==> config.mk <==
export PLATFORM = sky130hd
export DESIGN_NAME = fcs_fpu_ctrl
export DESIGN_NICKNAME = d
export VERILOG_FILES = /design/src/include/fcs_pkg.sv /design/src/rtl/fcs_fpu_ctrl.sv
export SDC_FILE = /design/constraint.sdc
export NUM_CORES = 1
export LEC_CHECK = 0
export BUFFER_PORTS_ARGS = -buffer_cell sky130_fd_sc_hd__buf_2
export CAP_MARGIN = 0
export CORE_MARGIN = 2
export CORE_UTILIZATION = 35
export CTS_BUF_LIST = sky130_fd_sc_hd__clkbuf_4 sky130_fd_sc_hd__clkbuf_8
export DETAILED_ROUTE_END_ITERATION = 10
export PLACE_DENSITY = 0.64
export SETUP_SLACK_MARGIN = 0.4
export SLEW_MARGIN = 20
export SYNTH_ARGS = -nofsm -noshare
export SYNTH_HDL_FRONTEND = slang
export SYNTH_SLANG_ARGS = --single-unit
==> constraint.sdc <==
create_clock -name i_ref_clk -period 1.2 [get_ports i_ref_clk]
set_clock_uncertainty 0.05 [all_clocks]
set_input_delay 0.12 -clock i_ref_clk [delete_from_list [all_inputs] [get_ports i_ref_clk]]
set_output_delay 0.12 -clock i_ref_clk [all_outputs]
set_load 0.01 [all_outputs]
==> src/include/fcs_pkg.sv <==
package fcs_pkg;

  // ==========================================================================
  // Register map (word offsets on the byte address)
  // ==========================================================================
  localparam logic [7:0] ADDR_CTRL      = 8'h00;
  localparam logic [7:0] ADDR_MODE      = 8'h04;
  localparam logic [7:0] ADDR_STACK     = 8'h08;
  localparam logic [7:0] ADDR_INT_STAT  = 8'h0C;
  localparam logic [7:0] ADDR_INT_EN    = 8'h10;
  localparam logic [7:0] ADDR_INT_CLR   = 8'h14;
  localparam logic [7:0] ADDR_CTX_STAT  = 8'h18;

  // ==========================================================================
  // Field positions
  // ==========================================================================
  localparam int CTRL_EN_BIT      = 0;
  localparam int MODE_FZ_BIT      = 0;
  localparam int MODE_HALF_BIT    = 1;
  localparam int MODE_NAN_BIT     = 2;
  localparam int MODE_RND_LSB     = 3;
  localparam int CTX_ACTIVE_BIT   = 0;
  localparam int CTX_SAVED_BIT    = 1;
  localparam int CTX_RESERVED_BIT = 2;

  // ==========================================================================
  // Reset values
  // ==========================================================================
  localparam logic       RST_ENABLE = 1'b0;
  localparam logic [4:0] RST_MODE   = 5'h00;
  localparam logic [5:0] RST_INT_EN = 6'h00;

  // ==========================================================================
  // Frame sizes in words
  // ==========================================================================
  localparam logic [4:0] FRAME_INT_WORDS = 5'h08;
  localparam logic [4:0] FRAME_FP_WORDS  = 5'h1A;

  // ==========================================================================
  // Types
  // ==========================================================================
  typedef enum logic [1:0] {
    FCS_RND_NEAREST  = 2'b00,
    FCS_RND_UP_INF   = 2'b01,
    FCS_RND_DOWN_INF = 2'b10,
    FCS_RND_ZERO     = 2'b11
  } fcs_round_t;

  typedef enum logic [1:0] {
    FCS_STACK_LAZY = 2'b00,
    FCS_STACK_OFF  = 2'b01,
    FCS_STACK_ON   = 2'b10
  } fcs_stack_t;

  localparam fcs_stack_t RST_STACK = FCS_STACK_LAZY;

  // Exception flag order in status, enable and clear registers
  typedef struct packed {
    logic inexact;
    logic in_denormal;
    logic invalid;
    logic div_zero;
    logic overflow;
    logic underflow;
  } fcs_exc_t;

  // Arithmetic mode bundle handed to the datapath
  typedef struct packed {
    logic       flush_zero_on;
    logic       half_format_alt;
    logic       nan_canonical;
    fcs_round_t round_mode;
  } fcs_mode_t;

  // Exception entry directives to the core
  typedef struct packed {
    logic       reserve_fp;
    logic       store_fp;
    logic [4:0] frame_words;
  } fcs_entry_t;

endpackage

==> src/rtl/fcs_fpu_ctrl.sv <==
// Our own choices: the plain strobed port and the placing of the registers.
`timescale 1ns/1ps
// Operation
// - Disabled unit blocks instructions, raises fault
// - Enabled unit lets instructions execute
// - Flush-to-zero off default, on zeros tiny
// - Half format selects IEEE or alternative
// - NaN results propagate or give default
// - Four-way rounding mode, nearest default
// - Lazy entry reserves space, writes nothing
// - Lazy first instruction stores context first
// - Lazy return restores only if saved
// - Stacking off: no reserve, no save
// - Stacking on: reserve, save, restore
// - Frame 8 words, 26 with fp
// - Unit disabled out of reset
// - Default context handling is lazy
// - Six exceptions, each enableable interrupt
module fcs_fpu_ctrl (
  // Clock and reset
  input  wire logic                    i_ref_clk,
  input  wire logic                    i_resetn,
  // Register port
  input  wire logic [7:0]              i_reg_addr,
  input  wire logic [31:0]             i_reg_wdata,
  input  wire logic                    i_reg_wr,
  input  wire logic                    i_reg_rd,
  output logic [31:0]                  o_reg_rdata,
  // Pipeline issue
  input  wire logic                    i_fp_issue,
  output logic                         o_fp_go,
  output logic                         o_no_coprocessor_fault,
  output logic                         o_lazy_store_req,
  input  wire logic                    i_lazy_store_done,
  // Exception entry and return
  input  wire logic                    i_exc_entry,
  input  wire logic                    i_exc_return,
  output fcs_pkg::fcs_entry_t          o_entry,
  output logic                         o_restore_fp,
  // Datapath modes and exceptions
  output fcs_pkg::fcs_mode_t           o_mode,
  input  wire fcs_pkg::fcs_exc_t       i_exc_event,
  // Interrupt
  output logic                         o_irq
);

  // ==========================================================================
  // State
  // ==========================================================================
  logic                 fp_enable;
  fcs_pkg::fcs_mode_t   mode;
  fcs_pkg::fcs_stack_t  stack_sel;
  fcs_pkg::fcs_exc_t    int_stat;
  fcs_pkg::fcs_exc_t    int_en;
  logic                 ctx_active;
  logic                 ctx_reserved;
  logic                 ctx_saved;
  logic                 store_busy;
  logic                 wr_ctrl;
  logic                 wr_mode;
  logic                 wr_stack;
  logic                 wr_clr;
  logic                 lazy_pending;

  // Register write decode
  assign wr_ctrl  = i_reg_wr && (i_reg_addr == fcs_pkg::ADDR_CTRL);
  assign wr_mode  = i_reg_wr && (i_reg_addr == fcs_pkg::ADDR_MODE);
  assign wr_stack = i_reg_wr && (i_reg_addr == fcs_pkg::ADDR_STACK);
  assign wr_clr   = i_reg_wr && (i_reg_addr == fcs_pkg::ADDR_INT_CLR);

  // ==========================================================================
  // Enable
  // ==========================================================================
  // Unit enable, off after reset
  always_ff @(posedge i_ref_clk) begin
    if (!i_resetn) begin
      fp_enable <= fcs_pkg::RST_ENABLE;
    end else if (wr_ctrl) begin
      fp_enable <= i_reg_wdata[fcs_pkg::CTRL_EN_BIT];
    end
  end

  // ==========================================================================
  // Arithmetic modes
  // ==========================================================================
  // Mode fields; datapath samples them per instruction, so settings written
  // after the first instruction affect later ones only
  always_ff @(posedge i_ref_clk) begin
    if (!i_resetn) begin
      mode <= fcs_pkg::fcs_mode_t'(fcs_pkg::RST_MODE);
    end else if (wr_mode) begin
      mode.flush_zero_on   <= i_reg_wdata[fcs_pkg::MODE_FZ_BIT];
      mode.half_format_alt <= i_reg_wdata[fcs_pkg::MODE_HALF_BIT];
      mode.nan_canonical   <= i_reg_wdata[fcs_pkg::MODE_NAN_BIT];
      mode.round_mode      <= fcs_pkg::fcs_round_t'(
                                i_reg_wdata[fcs_pkg::MODE_RND_LSB +: 2]);
    end
  end

  assign o_mode = mode;

  // ==========================================================================
  // Stacking selection
  // ==========================================================================
  // One code holds the choice, so selections cannot overlap; unused code
  // is ignored to keep the previous choice
  always_ff @(posedge i_ref_clk) begin
    if (!i_resetn) begin
      stack_sel <= fcs_pkg::RST_STACK;
    end else if (wr_stack && (i_reg_wdata[1:0] != 2'b11)) begin
      stack_sel <= fcs_pkg::fcs_stack_t'(i_reg_wdata[1:0]);
    end
  end

  // ==========================================================================
  // Exception entry directives
  // ==========================================================================
  // Combinational so the core sees the frame shape in the entry cycle
  always_comb begin
    o_entry.reserve_fp  = 1'b0;
    o_entry.store_fp    = 1'b0;
    o_entry.frame_words = fcs_pkg::FRAME_INT_WORDS;
    unique case (stack_sel)
      fcs_pkg::FCS_STACK_LAZY: begin
        o_entry.reserve_fp  = 1'b1;
        o_entry.frame_words = fcs_pkg::FRAME_FP_WORDS;
      end
      fcs_pkg::FCS_STACK_ON: begin
        o_entry.reserve_fp  = 1'b1;
        o_entry.store_fp    = 1'b1;
        o_entry.frame_words = fcs_pkg::FRAME_FP_WORDS;
      end
      fcs_pkg::FCS_STACK_OFF: begin
        o_entry.reserve_fp  = 1'b0;
      end
      default: begin
        o_entry.reserve_fp  = 1'b0;
      end
    endcase
  end

  // ==========================================================================
  // Handler context tracking
  // ==========================================================================
  // Tracks one handler level; nested frames are the core's concern
  always_ff @(posedge i_ref_clk) begin
    if (!i_resetn) begin
      ctx_active   <= 1'b0;
      ctx_reserved <= 1'b0;
      ctx_saved    <= 1'b0;
    end else if (i_exc_entry) begin
      ctx_active   <= 1'b1;
      ctx_reserved <= (stack_sel == fcs_pkg::FCS_STACK_LAZY);
      ctx_saved    <= (stack_sel == fcs_pkg::FCS_STACK_ON);
    end else if (i_exc_return) begin
      ctx_active   <= 1'b0;
      ctx_reserved <= 1'b0;
      ctx_saved    <= 1'b0;
    end else if (store_busy && i_lazy_store_done) begin
      ctx_reserved <= 1'b0;
      ctx_saved    <= 1'b1;
    end
  end

  // Restore on return only when a context sits in the frame
  assign o_restore_fp = i_exc_return && ctx_saved;

  // ==========================================================================
  // Issue gating and lazy store
  // ==========================================================================
  assign lazy_pending = ctx_active && ctx_reserved && !ctx_saved;

  // Store in flight holds the instruction until the frame is written
  always_ff @(posedge i_ref_clk) begin
    if (!i_resetn) begin
      store_busy <= 1'b0;
    end else if (i_exc_entry || i_exc_return || i_lazy_store_done) begin
      store_busy <= 1'b0;
    end else if (i_fp_issue && fp_enable && lazy_pending) begin
      store_busy <= 1'b1;
    end
  end

  // Handshake outputs; the core re-presents the issue until o_fp_go or o_no_coprocessor_fault
  assign o_no_coprocessor_fault = i_fp_issue && !fp_enable;
  assign o_lazy_store_req       = i_fp_issue && fp_enable && lazy_pending;
  assign o_fp_go                = i_fp_issue && fp_enable && !lazy_pending;

  // ==========================================================================
  // Exception interrupts
  // ==========================================================================
  // Sticky flags; a new event beats a clear in the same cycle
  always_ff @(posedge i_ref_clk) begin
    if (!i_resetn) begin
      int_stat <= '0;
    end else begin
      int_stat <= (int_stat & ~(wr_clr ? fcs_pkg::fcs_exc_t'(i_reg_wdata[5:0]) : '0))
                  | i_exc_event;
    end
  end

  // Per-source enable
  always_ff @(posedge i_ref_clk) begin
    if (!i_resetn) begin
      int_en <= fcs_pkg::fcs_exc_t'(fcs_pkg::RST_INT_EN);
    end else if (i_reg_wr && (i_reg_addr == fcs_pkg::ADDR_INT_EN)) begin
      int_en <= fcs_pkg::fcs_exc_t'(i_reg_wdata[5:0]);
    end
  end

  assign o_irq = |(int_stat & int_en);

  // ==========================================================================
  // Read back
  // ==========================================================================
  // Data in the cycle after the strobe only; unmapped reads return zero
  always_ff @(posedge i_ref_clk) begin
    if (!i_resetn) begin
      o_reg_rdata <= '0;
    end else if (i_reg_rd) begin
      unique case (i_reg_addr)
        fcs_pkg::ADDR_CTRL:     o_reg_rdata <= {31'h0, fp_enable};
        fcs_pkg::ADDR_MODE:     o_reg_rdata <= {27'h0, mode.round_mode, mode.nan_canonical,
                                                mode.half_format_alt, mode.flush_zero_on};
        fcs_pkg::ADDR_STACK:    o_reg_rdata <= {30'h0, stack_sel};
        fcs_pkg::ADDR_INT_STAT: o_reg_rdata <= {26'h0, int_stat};
        fcs_pkg::ADDR_INT_EN:   o_reg_rdata <= {26'h0, int_en};
        fcs_pkg::ADDR_CTX_STAT: o_reg_rdata <= {29'h0, ctx_reserved, ctx_saved, ctx_active};
        default:                o_reg_rdata <= '0;
      endcase
    end else begin
      o_reg_rdata <= '0;
    end
  end

endmodule

# --- Yosys cells after proc, flatten, opt, wreduce, memory -nomap -nowiden ---
# Index checks and enable logic that the tools add are counted.
totals:
  ff_bits: 56
  word_cells: 76
  input_bits: 54
  out_inout_bits: 49
classes:
  muxes: 13
  bitwise: 5
  reduce_logical: 27
  n_eq_ne: 8
ops:
  columns: ["operator", "n"]
  rows:
  - ["case mux 6 bit (6 select lines)", 1]
  - ["== test 8 x 5 -> 1 bit (second input constant)", 3]
  - ["== test 8 x 4 -> 1 bit (second input constant)", 2]
  - ["logical AND 1 bit", 14]
  - ["AND 6 bit", 2]
  - ["2-to-1 mux 1 bit", 10]
  - ["== test 8 x 3 -> 1 bit (second input constant)", 1]
  - ["logical NOT 8 bit", 1]
  - ["2-to-1 mux 6 bit", 1]
  - ["inverter 6 bit", 1]
  - ["OR 6 bit", 1]
  - ["OR reduction 6 bit", 1]
  - ["2-to-1 mux 5 bit", 1]
  - ["OR reduction 2 bit", 2]
  - ["logical NOT 1 bit", 3]
  - ["nonzero test 3 bit", 1]
  - ["== test 2 bit (second input constant)", 1]
  - ["logical NOT 2 bit", 1]
  - ["logical OR 1 bit", 2]
  - ["!= test 2 bit (second input constant)", 1]
  - ["AND reduction 2 bit", 1]
  - ["nonzero test 2 bit", 1]
  - ["inverter 1 bit", 1]

# --- Logic depth before layout (Yosys ltp) ---
depth:
  word_depth: 6
  mapped_depth: 5
  mapped_depth_nobuf: 3

# --- Least setup slack after synthesis ---
# No wires, ideal clock.
synth_timing:
  path_type: "input to register"
  from: "in i_reg_addr[2]"
  to: "reg o_reg_rdata[1]"
  n_path_buf: 1
  setup_time_ns: 0.125
  t_required_ns: 1.025
  setup_slack_ns: 0.134
  cell_stages: 4
  t_arrival_ns: 0.891
  cell_sequence: "clkbuf_2 -> mux2_2 -> a221oi_1 -> nor3_1"
synth_between:
  elab_chain_cells: 2
synth_lines:
  columns: ["item", "line", "text"]
  rows:
  - ["start, declared", "fcs_fpu_ctrl.sv:24", "input wire logic [7:0] i_reg_addr,"]
  - ["== test 8 x 5 -> 1 bit, or another cell as far along", "fcs_fpu_ctrl.sv:221", "unique case (i_reg_addr)"]
  - ["case mux 6 bit (6 select lines) *", "fcs_fpu_ctrl.sv:221", null]
  - ["end signal, assigned", "fcs_fpu_ctrl.sv:222", "fcs_pkg::ADDR_CTRL: o_reg_rdata <= {31'h0, fp_enable};"]
  - ["end signal, assigned", "fcs_fpu_ctrl.sv:223", "fcs_pkg::ADDR_MODE: o_reg_rdata <= {27'h0, mode.round_mode, mode.nan_canonical,"]
  - ["end signal, assigned", "fcs_fpu_ctrl.sv:225", "fcs_pkg::ADDR_STACK: o_reg_rdata <= {30'h0, stack_sel};"]
  - ["end, declared", "fcs_fpu_ctrl.sv:28", "output logic [31:0] o_reg_rdata,"]
# Mark *: on every way between the ends. The rest lies on a longest branch, timed or not.
# A chain may end at the register's enable or synchronous reset.

# --- Final worst setup path ---
layout_timing:
  from: "reg int_en[0] (netlist bit)"
  to: "out o_irq"
layout_between:
  elab_chain_cells: 2
layout_lines:
  columns: ["item", "line", "text"]
  rows:
  - ["start, declared", "fcs_fpu_ctrl.sv:54", "fcs_pkg::fcs_exc_t int_en;"]
  - ["start signal, assigned", "fcs_fpu_ctrl.sv:205", "int_en <= fcs_pkg::fcs_exc_t'(fcs_pkg::RST_INT_EN);"]
  - ["start signal, assigned", "fcs_fpu_ctrl.sv:207", "int_en <= fcs_pkg::fcs_exc_t'(i_reg_wdata[5:0]);"]
  - ["AND 6 bit", "fcs_fpu_ctrl.sv:211", "assign o_irq = |(int_stat & int_en);"]
  - ["OR reduction 6 bit", "fcs_fpu_ctrl.sv:211", null]
  - ["end, declared", "fcs_fpu_ctrl.sv:44", "output logic o_irq"]
# No other way between the ends.

==> qor.yml <==
core.rowCount: 25
drtIter0Drc: 65
fin_nets: 322
status: "complete, but fails checks"
grt_pass1_vias: 1523
crit_type: "reg -> out"
core_um2: 4690
vdd_ir_drop_max_v: 0.000581
ff_latch_area_um2: 634
cap_violations: 0
clk_pin_slew_ns: 0.07
violations: "negative setup slack"
die_y_um: 73.3
cts.sinks: 30
ant_nets: 0
hold_path.class: "in -> reg"
synth.distinct_cells: 36
antenna_found_initial: 0
slew_viol_final: 0
setup_viol: 2
drtPass1Iterations: 4
start_util: 0.359
gp_congestion: 0.901
hold_viol: 0
cp_data_required_time_ns: 1.03
grt_max_degree: 24
drc: 0
arrival_ns: 1.05
via_per_inst: 4.99
post-route-util: 0.548
total_power_uw: 2240
fin_crit_sh: 1.01
cts_tree: "done"
grt.overflow.total: 0
route.detailed.wl_per_inst_um: 14.3
die_area_um2: 5380
power.leakage_uw: 0.00122
dp_hpwl_um: 3220
vias: 1611
rsz0062_at_grt: "true"
root_buffer: "clkbuf_8"
die_w_um: 73.3
syn_avg_cell_area_um2: 8.63
ys_seq_elements: 30
synthToLayoutAreaGrowth_pct: 52.8
cts_made_buffers: 5
cts-htree-levels: 2
cts_hold_buf: 0
num-fill-cells: 415
insertion_delay_ns: 0.29
yosysWarnings: 0
io_buffers: 47
wl_um: 4620
num_antenna_cells: 0
syn_area_um2: 1680
fmax_mhz: 823
cts_max_path_buffers: 2
worst_setup_path_end_kind: "output pin"
grt.total_usage: 0.178
synthCells: 195
boundaryPins: 103
multi_input_area_um2: 1110
drive_gt1_frac: 0.561
fin_crit_ns: 1.22
crit_fanout: 3
ys_seq_area_frac: 0.357
crit_path_start_kind: "flop"
power_density_nw_per_um2: 870
grt_pass1_wl_um: 7110
setup_ws_ns: -0.0155
## worst paths after layout
check	from	endpoint	depth (start not counted)	slack, ns
setup reg to reg	int_en[0]	o_reg_rdata[0]	4	0.07
setup / recovery	int_en[0]	o_irq	3	-0.02
hold reg to reg	o_mode[1]	o_mode[1]	2	0.43
hold / removal	i_reg_wdata[4]	int_stat[4]	2	0.02
## registers in the layout (all words and copies together), names as in the netlist
register and cells:
ctx_active 1, ctx_reserved 1, ctx_saved 1, fp_enable 1, int_en 6, int_stat 6
o_mode 5, o_reg_rdata 6, stack_sel 2, store_busy 1
## power by group
part | switching (uW) | internal [uW] | total, uW
clock network | 386 | 460 | 845
logic | 204 | 153 | 356
registers | 22.3 | 1010 | 1040
## critical path, stage by stage (launching register included)
cell and delay [ns]:
dfxtp_2 0.33, a22oi_2 0.20, nand3_1 0.09, buf_2 0.15
## logic make-up after synthesis
family | count (synthesis) | synth area share
buffers and inverters | 49 | 0.182
flip-flops | 30 | 0.357
multiplexers | 15 | 0.0907
AND/OR/NAND/NOR | 61 | 0.205
AO/OA/AOI/OAI | 38 | 0.161
other | 2 | 0.00446
## synthesized netlist by cell type
master,number,area share
nor4b_1,1,0.0052
and3_1,1,0.0037
mux2i_1,13,0.077
a221oi_1,4,0.021
buf_4,31,0.14
clkbuf_1,3,0.0067
nand3_1,4,0.012
nor2b_1,7,0.026
nand2_1,20,0.045
nor3_1,5,0.015
a22oi_1,4,0.018
mux2_2,2,0.013
clkbuf_2,2,0.0059
a211o_1,1,0.0052
nor2_1,7,0.016
and2_0,1,0.0037
a31oi_1,1,0.0037
nand4_1,4,0.015
conb_1,2,0.0045
inv_1,10,0.022
a21oi_1,5,0.015
o21ai_0,8,0.024
and2_1,2,0.0074
a21boi_0,2,0.0089
a32oi_1,1,0.0052
a41o_2,1,0.0067
nor4_4,1,0.013
and3b_1,4,0.021
nand3_2,2,0.012
o21a_1,3,0.013
buf_2,3,0.0089
and2b_1,1,0.0045
dfxtp_1,30,0.36
a211oi_1,2,0.0089
nor3b_2,1,0.0074
a41oi_1,6,0.031
## stage by stage
step	setup slack (ns)	std cells	area, um^2	setup TNS [ns]	hold WS [ns]
detailed placement	-0.112	299	2040	-1.64	0.328
global placement	-0.121	299	2040	-1.56	0.319
finish	-0.0155	323	2570	-0.0215	0.0169
floorplan	0.185	222	1930	0	0.194
global route	-0.0584	323	2570	-0.129	0.00824
CTS	-0.0237	317	2450	-0.0370	0.0147
## routing by layer
metal | part of all wire | global-route usage | vias to the layer above
li1 | - | - | 770
met1 | 0.42 | 0.217 | 759
met2 | 0.50 | 0.282 | 73
met3 | 0.055 | 0.0480 | 9
met4 | 0.030 | 0.0990 | 0
met5 | 0 | 0 | -
## final cells by class
type | count | share of cell area
clock buffers | 6 | 0.0321
clock inverters | 2 | 0.00487
inverters | 10 | 0.0156
multi-input cells | 143 | 0.432
flip-flops and latches | 30 | 0.247
well taps | 54 | 0.0263
repair buffers | 78 | 0.243
## what timing repair did
| action | 4_1_cts | 5_1_grt |
|---|---|---|
| pin swaps | 20 | 16 |
| resized for setup | 67 | 20 |
| buffers inserted | 10 | 6 |
| endpoints found under the hold margin | 0 | 0 |
| setup endpoints to repair | 49 | 49 |
## layout by cell type (no fill, tap or decap), drive strengths merged
| master | synthesis | final |
|---|---|---|
| a21oi | 5 | 5 |
| clkinvlp | 0 | 1 |
| nand3 | 6 | 6 |
| a211oi | 2 | 2 |
| nor2b | 7 | 7 |
| a211o | 1 | 1 |
| o21ai | 8 | 8 |
| and2b | 1 | 1 |
| conb | 2 | 29 |
| a41oi | 6 | 6 |
| and2 | 3 | 3 |
| clkinv | 0 | 1 |
| clkbuf | 5 | 7 |
| nand2 | 20 | 20 |
| mux2i | 13 | 13 |
| nor4 | 1 | 1 |
| nand4 | 4 | 4 |
| o21a | 3 | 3 |
| inv | 10 | 10 |
| a22oi | 4 | 4 |
| nor2 | 7 | 7 |
| a41o | 1 | 1 |
| buf | 34 | 77 |
| and3b | 4 | 4 |
| a32oi | 1 | 1 |
| nor3b | 1 | 1 |
| dfxtp | 30 | 30 |
| a21boi | 2 | 2 |
| nor3 | 5 | 5 |
| and3 | 1 | 1 |
| a221oi | 4 | 4 |
| mux2 | 2 | 2 |
| nor4b | 1 | 1 |
| a31oi | 1 | 1 |
(Power assumes the default switching activity.)
